$ cat src/lsec_pkg.sv
package lsec_pkg;

  // Register addresses on the management port
  localparam logic [4:0] LSEC_ADDR_CHAN_STATUS = 5'h16;
  localparam logic [4:0] LSEC_ADDR_SYNC_STATUS = 5'h17;
  localparam logic [4:0] LSEC_ADDR_ERR_CTRL = 5'h19;
  localparam logic [4:0] LSEC_ADDR_CNT_A = 5'h1a;
  localparam logic [4:0] LSEC_ADDR_CNT_B = 5'h1b;
  localparam logic [4:0] LSEC_ADDR_CNT_C = 5'h1c;
  localparam logic [4:0] LSEC_ADDR_CNT_D = 5'h1d;

  // Field positions and lane count
  localparam int LSEC_ALIGN_BIT = 4;
  localparam int LSEC_COLL_LSB = 0;
  localparam int LSEC_DROP_LSB = 12;
  localparam int LSEC_INS_LSB = 8;
  localparam int LSEC_OVF_LSB = 4;
  localparam int LSEC_UNF_LSB = 0;
  localparam int LSEC_SEL_LSB = 0;
  localparam int LSEC_LANES = 4;

  // Reset values and the counter saturation value
  localparam logic [3:0] LSEC_SEL_RST = 4'h0;
  localparam logic [15:0] LSEC_CNT_RST = 16'h0000;
  localparam logic [15:0] LSEC_CNT_MAX = 16'hffff;

  // Datapath event strobes for one lane
  typedef struct packed {
    logic coll;
    logic drop_idle;
    logic ins_idle;
    logic ovf;
    logic unf;
    logic disp_err;
    logic dec_err;
  } lsec_lane_evt_t;

  // Management access request
  typedef struct packed {
    logic rd;
    logic wr;
    logic [4:0] addr;
    logic [15:0] wdata;
  } lsec_req_t;

endpackage

$ cat src/lsec_counter.sv
`timescale 1ns/10ps
`default_nettype none
module lsec_counter
  import lsec_pkg::*;
(
  input wire logic core_clk,
  input wire logic rst_n,
  input wire logic sel,
  input wire logic disp_err,
  input wire logic dec_err,
  input wire logic clr,
  output logic [15:0] count
);

  logic hit;

  // Pick the error type to count
  assign hit = sel ? dec_err : disp_err;

  // Saturating count, an error in the clearing cycle counts as one
  always_ff @(posedge core_clk or negedge rst_n) begin
    if (!rst_n) begin
      count <= LSEC_CNT_RST;
    end else if (clr) begin
      count <= hit ? 16'h0001 : LSEC_CNT_RST;
    end else if (hit && count != LSEC_CNT_MAX) begin
      count <= count + 16'h0001;
    end
  end

endmodule
`default_nettype wire

$ cat src/lsec_flag.sv
`timescale 1ns/10ps
`default_nettype none
module lsec_flag
  import lsec_pkg::*;
(
  input wire logic core_clk,
  input wire logic rst_n,
  input wire logic set,
  input wire logic clr,
  output logic q
);

  // Sticky flag, set beats clear-on-read
  always_ff @(posedge core_clk or negedge rst_n) begin
    if (!rst_n) begin
      q <= 1'b0;
    end else if (set) begin
      q <= 1'b1;
    end else if (clr) begin
      q <= 1'b0;
    end
  end

endmodule
`default_nettype wire

$ cat src/lsec_regs.sv
// Notes on behaviour
// - Reserved bits 15:5 of channel status and 15:4 of counter control read as zero.
// - Bit 4 of channel status is set when deskew realigns on the alignment character.
// - Bits 3..0 of channel status flag a receive FIFO collision reset on lanes D..A.
// - Every event flag in both status words clears when that word is read, except one whose event fires in the reading cycle.
// - Bits 15..12 of sync status flag a dropped idle column on lanes D..A.
// - Bits 11..8 of sync status flag an inserted idle column on lanes D..A.
// - Bits 7..4 of sync status flag an elastic FIFO overflow on lanes D..A.
// - Bits 3..0 of sync status flag an elastic FIFO underflow on lanes D..A.
// - Counter control bits 3..0 pick disparity (0, default) or decode (1) errors per lane.
// - Lane A's 16-bit error count reads at its register, counting its selected type.
// - Reading a counter register resets that counter to zero, or to one if its selected error arrives in the reading cycle.
// - Lanes B, C and D have matching clear-on-read counters at registers 27 to 29.
`timescale 1ns/10ps
`default_nettype none
module lsec_regs
  import lsec_pkg::*;
(
  input wire logic core_clk,
  input wire logic rst_n,
  input wire lsec_req_t req,
  input wire lsec_lane_evt_t [3:0] lane_evt,
  input wire logic align_evt,
  output logic [15:0] rdata_r,
  output logic rvalid_r,
  output logic [3:0] cnt_sel_r
);

  logic [15:0] chan_status;
  logic [15:0] sync_status;
  logic [15:0] cnt [LSEC_LANES];
  logic clr_chan;
  logic clr_sync;
  logic [3:0] clr_cnt;
  logic [15:0] rdata_nxt;
  logic [3:0] cnt_sel_nxt;

  // Read strobe decode for one address
  function automatic logic rd_hit(input lsec_req_t r, input logic [4:0] a);
    rd_hit = r.rd && (r.addr == a);
  endfunction

  // Clear-on-read strobes
  assign clr_chan = rd_hit(req, LSEC_ADDR_CHAN_STATUS);
  assign clr_sync = rd_hit(req, LSEC_ADDR_SYNC_STATUS);
  assign clr_cnt[0] = rd_hit(req, LSEC_ADDR_CNT_A);
  assign clr_cnt[1] = rd_hit(req, LSEC_ADDR_CNT_B);
  assign clr_cnt[2] = rd_hit(req, LSEC_ADDR_CNT_C);
  assign clr_cnt[3] = rd_hit(req, LSEC_ADDR_CNT_D);

  // Reserved bits of channel status tie to zero
  assign chan_status[15:5] = 11'h000;

  // Alignment flag
  lsec_flag u_align (
    .core_clk(core_clk),
    .rst_n(rst_n),
    .set(align_evt),
    .clr(clr_chan),
    .q(chan_status[LSEC_ALIGN_BIT])
  );

  // Per-lane flags and counters
  for (genvar i = 0; i < LSEC_LANES; i++) begin : g_lane
    lsec_flag u_coll (
      .core_clk(core_clk),
      .rst_n(rst_n),
      .set(lane_evt[i].coll),
      .clr(clr_chan),
      .q(chan_status[LSEC_COLL_LSB + i])
    );
    lsec_flag u_drop (
      .core_clk(core_clk),
      .rst_n(rst_n),
      .set(lane_evt[i].drop_idle),
      .clr(clr_sync),
      .q(sync_status[LSEC_DROP_LSB + i])
    );
    lsec_flag u_ins (
      .core_clk(core_clk),
      .rst_n(rst_n),
      .set(lane_evt[i].ins_idle),
      .clr(clr_sync),
      .q(sync_status[LSEC_INS_LSB + i])
    );
    lsec_flag u_ovf (
      .core_clk(core_clk),
      .rst_n(rst_n),
      .set(lane_evt[i].ovf),
      .clr(clr_sync),
      .q(sync_status[LSEC_OVF_LSB + i])
    );
    lsec_flag u_unf (
      .core_clk(core_clk),
      .rst_n(rst_n),
      .set(lane_evt[i].unf),
      .clr(clr_sync),
      .q(sync_status[LSEC_UNF_LSB + i])
    );
    lsec_counter u_cnt (
      .core_clk(core_clk),
      .rst_n(rst_n),
      .sel(cnt_sel_r[LSEC_SEL_LSB + i]),
      .disp_err(lane_evt[i].disp_err),
      .dec_err(lane_evt[i].dec_err),
      .clr(clr_cnt[i]),
      .count(cnt[i])
    );
  end

  // Counter select write
  always_comb begin
    cnt_sel_nxt = cnt_sel_r;
    if (req.wr && req.addr == LSEC_ADDR_ERR_CTRL) begin
      cnt_sel_nxt = req.wdata[3:0];
    end
  end

  always_ff @(posedge core_clk or negedge rst_n) begin
    if (!rst_n) begin
      cnt_sel_r <= LSEC_SEL_RST;
    end else begin
      cnt_sel_r <= cnt_sel_nxt;
    end
  end

  // Read mux, unmapped addresses read zero
  always_comb begin
    rdata_nxt = 16'h0000;
    case (req.addr)
      LSEC_ADDR_CHAN_STATUS: rdata_nxt = chan_status;
      LSEC_ADDR_SYNC_STATUS: rdata_nxt = sync_status;
      LSEC_ADDR_ERR_CTRL: rdata_nxt = {12'h000, cnt_sel_r};
      LSEC_ADDR_CNT_A: rdata_nxt = cnt[0];
      LSEC_ADDR_CNT_B: rdata_nxt = cnt[1];
      LSEC_ADDR_CNT_C: rdata_nxt = cnt[2];
      LSEC_ADDR_CNT_D: rdata_nxt = cnt[3];
      default: rdata_nxt = 16'h0000;
    endcase
  end

  // Read data register, captured on the read strobe
  always_ff @(posedge core_clk or negedge rst_n) begin
    if (!rst_n) begin
      rdata_r <= 16'h0000;
      rvalid_r <= 1'b0;
    end else begin
      rvalid_r <= req.rd;
      if (req.rd) begin
        rdata_r <= rdata_nxt;
      end
    end
  end

endmodule
`default_nettype wire

$ cat config.mk
export PLATFORM = sky130hd
export DESIGN_NAME = lsec_regs
export DESIGN_NICKNAME = d
export VERILOG_FILES = /design/src/lsec_pkg.sv /design/src/lsec_counter.sv /design/src/lsec_flag.sv /design/src/lsec_regs.sv
export SDC_FILE = /design/constraint.sdc
export NUM_CORES = 1
export LEC_CHECK = 0
export ABC_AREA = 1
export BUFFER_PORTS_ARGS = -buffer_cell sky130_fd_sc_hd__buf_2
export CAP_MARGIN = 20
export CORE_ASPECT_RATIO = 0.9
export CORE_UTILIZATION = 59
export CTS_BUF_LIST = sky130_fd_sc_hd__clkbuf_4 sky130_fd_sc_hd__clkbuf_8 sky130_fd_sc_hd__clkbuf_16
export DETAILED_ROUTE_END_ITERATION = 6
export PLACE_DENSITY = 0.9
export SLEW_MARGIN = 5
export SYNTH_ARGS = -nofsm -noshare
export SYNTH_HDL_FRONTEND = slang
export SYNTH_SLANG_ARGS = --single-unit
$ cat constraint.sdc
create_clock -name core_clk -period 2.05 [get_ports core_clk]
set_clock_uncertainty 0.1 [all_clocks]
set_input_delay 0.41 -clock core_clk [delete_from_list [all_inputs] [get_ports core_clk]]
set_output_delay 0.41 -clock core_clk [all_outputs]
set_load 0.01 [all_outputs]
==> metrics.csv, run 1 <==
stage;metric;value;unit
global_route;grt_max_degree;54;
placement;port_buffers;62;
power;powerDensity;801;nW/um2
synth;ys_types;31;
global_route;grt-ovfl-total;0;
clock_network;clockBufferDepth;2;
detailed_routing;first_pass_iters;5;
floorplan;die_w;113;um
placement;place.gp.congestion;0.967;
timing;timing.final.crit_share;0.919;
timing;final_hold_viol_count;0;
synth;synth_compound_gate_area_share;0.0753;
global_route;grtUsageTotal;0.332;
cells_and_area;diodes;0;
critical_path;crit_required;2.25;ns
clock_network;clkLatencyLatePin;0.36;ns
placement;dp_hpwl;13300;um
floorplan;dieArea;11500;um2
timing;slew_headroom;0.537;
synth;yosysSeqAreaShare;0.407;
timing;fin_crit;1.88;ns
cells_and_area;drive_gt1_frac;0.171;
timing;setup_violations;0;
floorplan;die_height;102;um
clock_network;cts.sinks;106;
clock_network;cts_setup_buffers;0;
synth;synth.avg_cell_area;7.14;um2
timing;worstMarginPinSlew;0.687;ns
clock_network;h-tree-depth;3;
placement;dp_cells;1133;
synth;synth_nets;971;
synth;synthAdderAreaFrac;0.00768;
global_route;antenna_found_initial;0;
power;total_leakage_power;3.92;nW
floorplan;core_area;10800;um2
floorplan;rows;36;
synth;synth_xor_area_frac;0.0376;
timing;finalMaxSlewViolations;0;
min_path;hold_class;input pin to flop;
synth;yosysWarningCount;0;
critical_path;start_kind;flop;
floorplan;initial_utilization;0.603;
cells_and_area;fin_cells;1150;
critical_path;critPathMaxFanout;10;
detailed_routing;routedWlPerCell;15.7;um
detailed_routing;num_vias;6675;
synth;synth_seq_cells;106;
clock_network;cts_buffers;9;
flow_run;max_cap_violations;0;
detailed_routing;final_antenna_net_count;0;
detailed_routing;drc;0;
synth;synthesis.area;6520;um2
timing;setup_ws;0.165;ns
cells_and_area;fin_nets;1070;
power;ir_drop;0.603;mV
synth;synthSimpleGateAreaFrac;0.390;
critical_path;rrSetupSlack;0.17;ns
clock_network;cts_tree;done;
timing;fmax;531;MHz
floorplan;ioPinCount;75;
clock_network;clk_pin_slew_worst_paths;0.07;ns
critical_path;ff2ff_path_depth;9;
global_route;grt_pass1_vias;6013;
clock_network;clockRootBuffer;clkbuf_16;
placement;pre_cts_slack;-0.0553;ns
timing;grt_setup_unrepaired;false;
global_route;grt_pass1_wl;29300;um
detailed_routing;avgViaCountPerCell;5.80;
timing;hold_slack;0.144;ns
detailed_routing;drt_iter0_markers;721;
critical_path;cp.arrival;2.08;ns
synth;synthMuxAreaShare;0.00845;
run_status;outcome;finished, final reports clean;
synth;synthCells;913;
synth;synth_top_family_by_area;simple AND/OR/NAND/NOR gates;
cells_and_area;syn2layout_area_growth;16.2;%
critical_path;worstSetupPathType;flop to flop;
critical_path;end_kind;flop;
detailed_routing;routed_wirelength;18000;um
min_path;holdPathStages;2;
-- final timing paths --
path                                                from                         to
worst max-delay path            g_lane[1].u_cnt.count[1]   g_lane[1].u_cnt.count[9]
worst min-delay path                         lane_evt[4]          g_lane[0].u_ins.q
worst max register to register  g_lane[1].u_cnt.count[1]   g_lane[1].u_cnt.count[9]
worst min register to register                rdata_r[7]                 rdata_r[7]
max in group asynchronous                          rst_n                rdata_r[14]
min in group asynchronous                          rst_n  g_lane[2].u_cnt.count[15]
-- cells in the final DEF (no fill, tap or decap), types with 2 or more instances in the layout --
cell,instances
nand2_1,337
dfrtp_1,106
nor2_1,82
nand3_1,74
inv_1,72
buf_2,61
nand4_1,59
buf_4,53
o21ai_0,42
o21bai_1,29
xor2_1,22
nor2_2,10
clkbuf_16,9
inv_2,8
nor2_4,8
xnor2_1,6
nand2_2,5
mux2_2,4
ha_1,4
o21ai_2,3
o21ai_1,3
nand3b_1,2
a21oi_1,2
clkbuf_4,2
buf_12,2
-- cell usage after synthesis --
| cell type | instances | share of area |
|---|---|---|
| a21oi_1 | 2 | 0.0015 |
| buf_1 | 2 | 0.0012 |
| buf_2 | 11 | 0.0084 |
| buf_4 | 7 | 0.0081 |
| buf_6 | 4 | 0.0069 |
| clkbuf_1 | 5 | 0.0029 |
| dfrtp_1 | 106 | 0.41 |
| ha_1 | 4 | 0.0077 |
| inv_1 | 72 | 0.041 |
| inv_2 | 8 | 0.0046 |
| mux2_2 | 4 | 0.0069 |
| mux2i_1 | 1 | 0.0015 |
| nand2_1 | 337 | 0.19 |
| nand2_2 | 5 | 0.0048 |
| nand3_1 | 74 | 0.057 |
| nand3_2 | 1 | 0.0015 |
| nand3b_1 | 2 | 0.0023 |
| nand4_1 | 59 | 0.057 |
| nor2_1 | 85 | 0.049 |
| nor2_2 | 7 | 0.0067 |
| nor2_4 | 8 | 0.014 |
| nor3_1 | 1 | 0.00077 |
| nor3_2 | 1 | 0.0015 |
| nor3_4 | 1 | 0.0025 |
| o21ai_0 | 42 | 0.032 |
| o21ai_1 | 3 | 0.0023 |
| o21ai_2 | 3 | 0.0040 |
| o21bai_1 | 29 | 0.033 |
| o21bai_2 | 1 | 0.0017 |
| xnor2_1 | 6 | 0.0081 |
| xor2_1 | 22 | 0.030 |
-- sequential cells by signal, indices dropped and copies added, names as in the netlist, 4 cells and up --
| name | flops |
|---|---|
| g_lane.u_cnt.count | 64 |
| rdata_r | 16 |
| cnt_sel_r | 4 |
| g_lane.u_coll.q | 4 |
| g_lane.u_drop.q | 4 |
| g_lane.u_ins.q | 4 |
| g_lane.u_ovf.q | 4 |
| g_lane.u_unf.q | 4 |
-- where the power goes --
part | internal, W | switching, W
clock | 0.00101 | 0.000781
combinational | 0.000630 | 0.000975
sequential | 0.00237 | 0.000300
total | 0.00401 | 0.00206
-- critical path, stage by stage (launching register included) --
cell and delay [ns]:
dfrtp_1 0.41, ha_1 0.27, nand3_1 0.12, inv_1 0.10
nand2_1 0.09, nor2_2 0.21, nor2_4 0.10, nor2_4 0.25
nand2_1 0.10, nand2_1 0.07
-- cell families after synthesis --
kind of cell / after synthesis
simple gates: 581
buf+inv: 109
flops: 106
compound gates: 80
xor+xnor: 28
mux: 5
fa+ha+maj: 4
-- per-layer routing --
metal	vias to the layer above	part of all wire	GRT usage
li1	3155	-	-
met1	3084	0.41	0.438
met2	383	0.45	0.518
met3	53	0.11	0.0892
met4	0	0.030	0.147
met5	-	0	0
-- final cells by class --
class	instances	area, um2
clock inverter	4	51.3
multi-input combinational	698	3390
fill	818	3240
sequential	106	2650
inverter	80	300
clock buffer	12	254
timing repair buffer	117	753
tap	133	166
-- through the flow --
stage               instance area (um2)  setup TNS, ns   util  total power, W
CTS                                7570              0  0.700         0.00602
detailed placement                 7250         -0.445  0.670         0.00423
finish                             7570              0  0.700         0.00606
global route                       7570              0  0.700         0.00634
global placement                   7250              0  0.670         0.00418
floorplan                          6520              0      -         0.00362
-- repair_timing --
item	CTS	global route
resized for setup	2	1
endpoints found under the hold margin	4	0
hold buffers	1	0
setup endpoints to repair	17	14
(Power assumes the default switching activity.)
==> run 2: changes to the inputs <==
GPL_TIMING_DRIVEN = 0   (was default)
==> metrics.csv, run 2 (same netlist as run 1, synthesis figures left out) <==
stage;metric;value;unit
critical_path;worstSetupPathType;flop to flop;
timing;fin_crit;1.95;ns
critical_path;cp.arrival;2.15;ns
critical_path;reg2reg_to;g_lane[2].u_cnt.count[11];
detailed_routing;drt_iter0_markers;656;
global_route;grt_pass1_vias;5730;
detailed_routing;first_pass_iters;5;
timing;final_hold_viol_count;0;
clock_network;cts_buffers;9;
critical_path;ff2ff_path_depth;9;
floorplan;die_height;102;um
run_status;outcome;finished, final reports clean;
detailed_routing;routedWlPerCell;15.5;um
cells_and_area;mostFrequentLayoutCells;nand2_1 (337), dfrtp_1 (101), nor2_1 (84);
timing;timing.final.crit_share;0.952;
cells_and_area;syn2layout_area_growth;13.9;%
detailed_routing;drc;0;
cells_and_area;regMostFlops;g_lane.u_cnt.count;
timing;slew_headroom;0.478;
cells_and_area;fin_nets;1054;
global_route;globalRouteMet1Util;0.437;
detailed_routing;final_antenna_net_count;0;
floorplan;die_w;113;um
clock_network;clkLatencyLatePin;0.36;ns
clock_network;clk_pin_slew_worst_paths;0.07;ns
cells_and_area;final_common_cell;nand2_1;
detailed_routing;num_vias;6436;
global_route;grtUsageTotal;0.318;
cells_and_area;largest_reg_flops;64;
critical_path;critPathMaxFanout;10;
min_path;min_to;rvalid_r;
cells_and_area;reg_top3;g_lane.u_cnt.count (64), rdata_r (16);
power;total_power;0.00601;W
timing;finalMaxSlewViolations;0;
critical_path;start_kind;flop;
global_route;grt-ovfl-total;0;
min_path;hold_class;input pin to flop;
timing;fin_setup_tns;0;ns
min_path;min-delay-start;req[22];
power;powerDensity;809;nW/um2
power;total_leakage_power;3.78;nW
global_route;grtUsageMet2;0.498;
floorplan;ioPinCount;75;
floorplan;dieArea;11500;um2
placement;port_buffers;62;
cells_and_area;final_util;0.687;
critical_path;crit_required;2.25;ns
timing;hold_slack;0.0744;ns
placement;place.gp.congestion;0.957;
global_route;grt_pass1_wl;27900;um
detailed_routing;routed_wirelength;17500;um
power;ir_drop;0.422;mV
clock_network;cts.sinks;106;
flow_run;max_cap_violations;0;
min_path;holdPathStages;1;
cells_and_area;diodes;0;
clock_network;cts_tree;done;
critical_path;worstReg2RegStart;g_lane[2].u_cnt.count[1];
placement;dp_hpwl;12900;um
timing;worstMarginPinSlew;0.761;ns
critical_path;rrSetupSlack;0.1;ns
global_route;gr-usage-met3;0.0718;
global_route;grt_max_degree;61;
floorplan;core_area;10800;um2
floorplan;rows;36;
floorplan;initial_utilization;0.603;
timing;setup_violations;0;
timing;grt_setup_unrepaired;false;
global_route;antenna_found_initial;0;
detailed_routing;avgViaCountPerCell;5.69;
clock_network;clockBufferDepth;2;
critical_path;end_kind;flop;
timing;fmax;512;MHz
global_route;busiest_layer;met2;
cells_and_area;num-fill-cells;879;
cells_and_area;drive_gt1_frac;0.155;
clock_network;h-tree-depth;3;
clock_network;clockRootBuffer;clkbuf_16;
run 2: critical path, cell delays in order, from the launching register on:
cell,delay (ns)
dfrtp_1,0.46
ha_4,0.22
nand3_2,0.13
inv_1,0.07
nand2_1,0.14
nor2_1,0.07
nor2_1,0.27
buf_4,0.24
nand4_1,0.10
nand2_1,0.10
run 2: metal layers:
layer | wire length, um | part of all wire
met5 | 0 | 0
met1 | 7420 | 0.42
met4 | 429 | 0.025
met3 | 1940 | 0.11
met2 | 7720 | 0.44
run 2: layout make-up:
cell class              instances  area (um2)  area share
clock inverters                 3        42.5     0.00573
multi-input cells             699        3430       0.462
plain buffers                  29         181      0.0244
flip-flops and latches        106        2660       0.358
inverters                      80         300      0.0405
well taps                     133         166      0.0224
repair buffers                 71         403      0.0543
clock buffers                  10         239      0.0322
run 2: timing repair:
| action | 4_1_cts | 5_1_grt |
|---|---|---|
| endpoints found under the setup margin | 12 | 47 |
| setup buffers | 0 | 7 |
| resized for setup | 2 | 13 |
| cloned | 0 | 1 |
| endpoints found under the hold margin | 46 | 0 |
| pin swaps | 0 | 1 |
| hold buffers | 1 | 0 |
run 2: stage by stage:
stage	setup slack, ns	std cells	cell area (um2)
floorplan	0.326	913	6520
global placement	-0.663	1108	6990
detailed placement	-0.193	1109	7020
CTS	0.0141	1123	7320
global route	0.00196	1131	7420
finish	0.0983	1131	7420
run 2: how the worst max path moves through the flow:
| stage | from | to |
|---|---|---|
| finish | g_lane[2].u_cnt.count[1] | g_lane[2].u_cnt.count[11] |
| global route | g_lane[0].u_cnt.count[1] | g_lane[0].u_cnt.count[6] |
| CTS | g_lane[1].u_cnt.count[0] | g_lane[1].u_cnt.count[10] |
| detailed placement | req[22] | g_lane[2].u_drop.q |
| global placement | rst_n | g_lane[1].u_cnt.count[10] |
| floorplan | g_lane[1].u_cnt.count[0] | g_lane[1].u_cnt.count[0] |
run 2: power breakdown:
group	internal (W)	switching [W]	leakage [nW]
Combinational	0.000627	0.000882	2.31
Clock	0.000957	0.000757	0.136
Sequential	0.00238	0.000405	1.33
Total	0.00396	0.00204	3.78
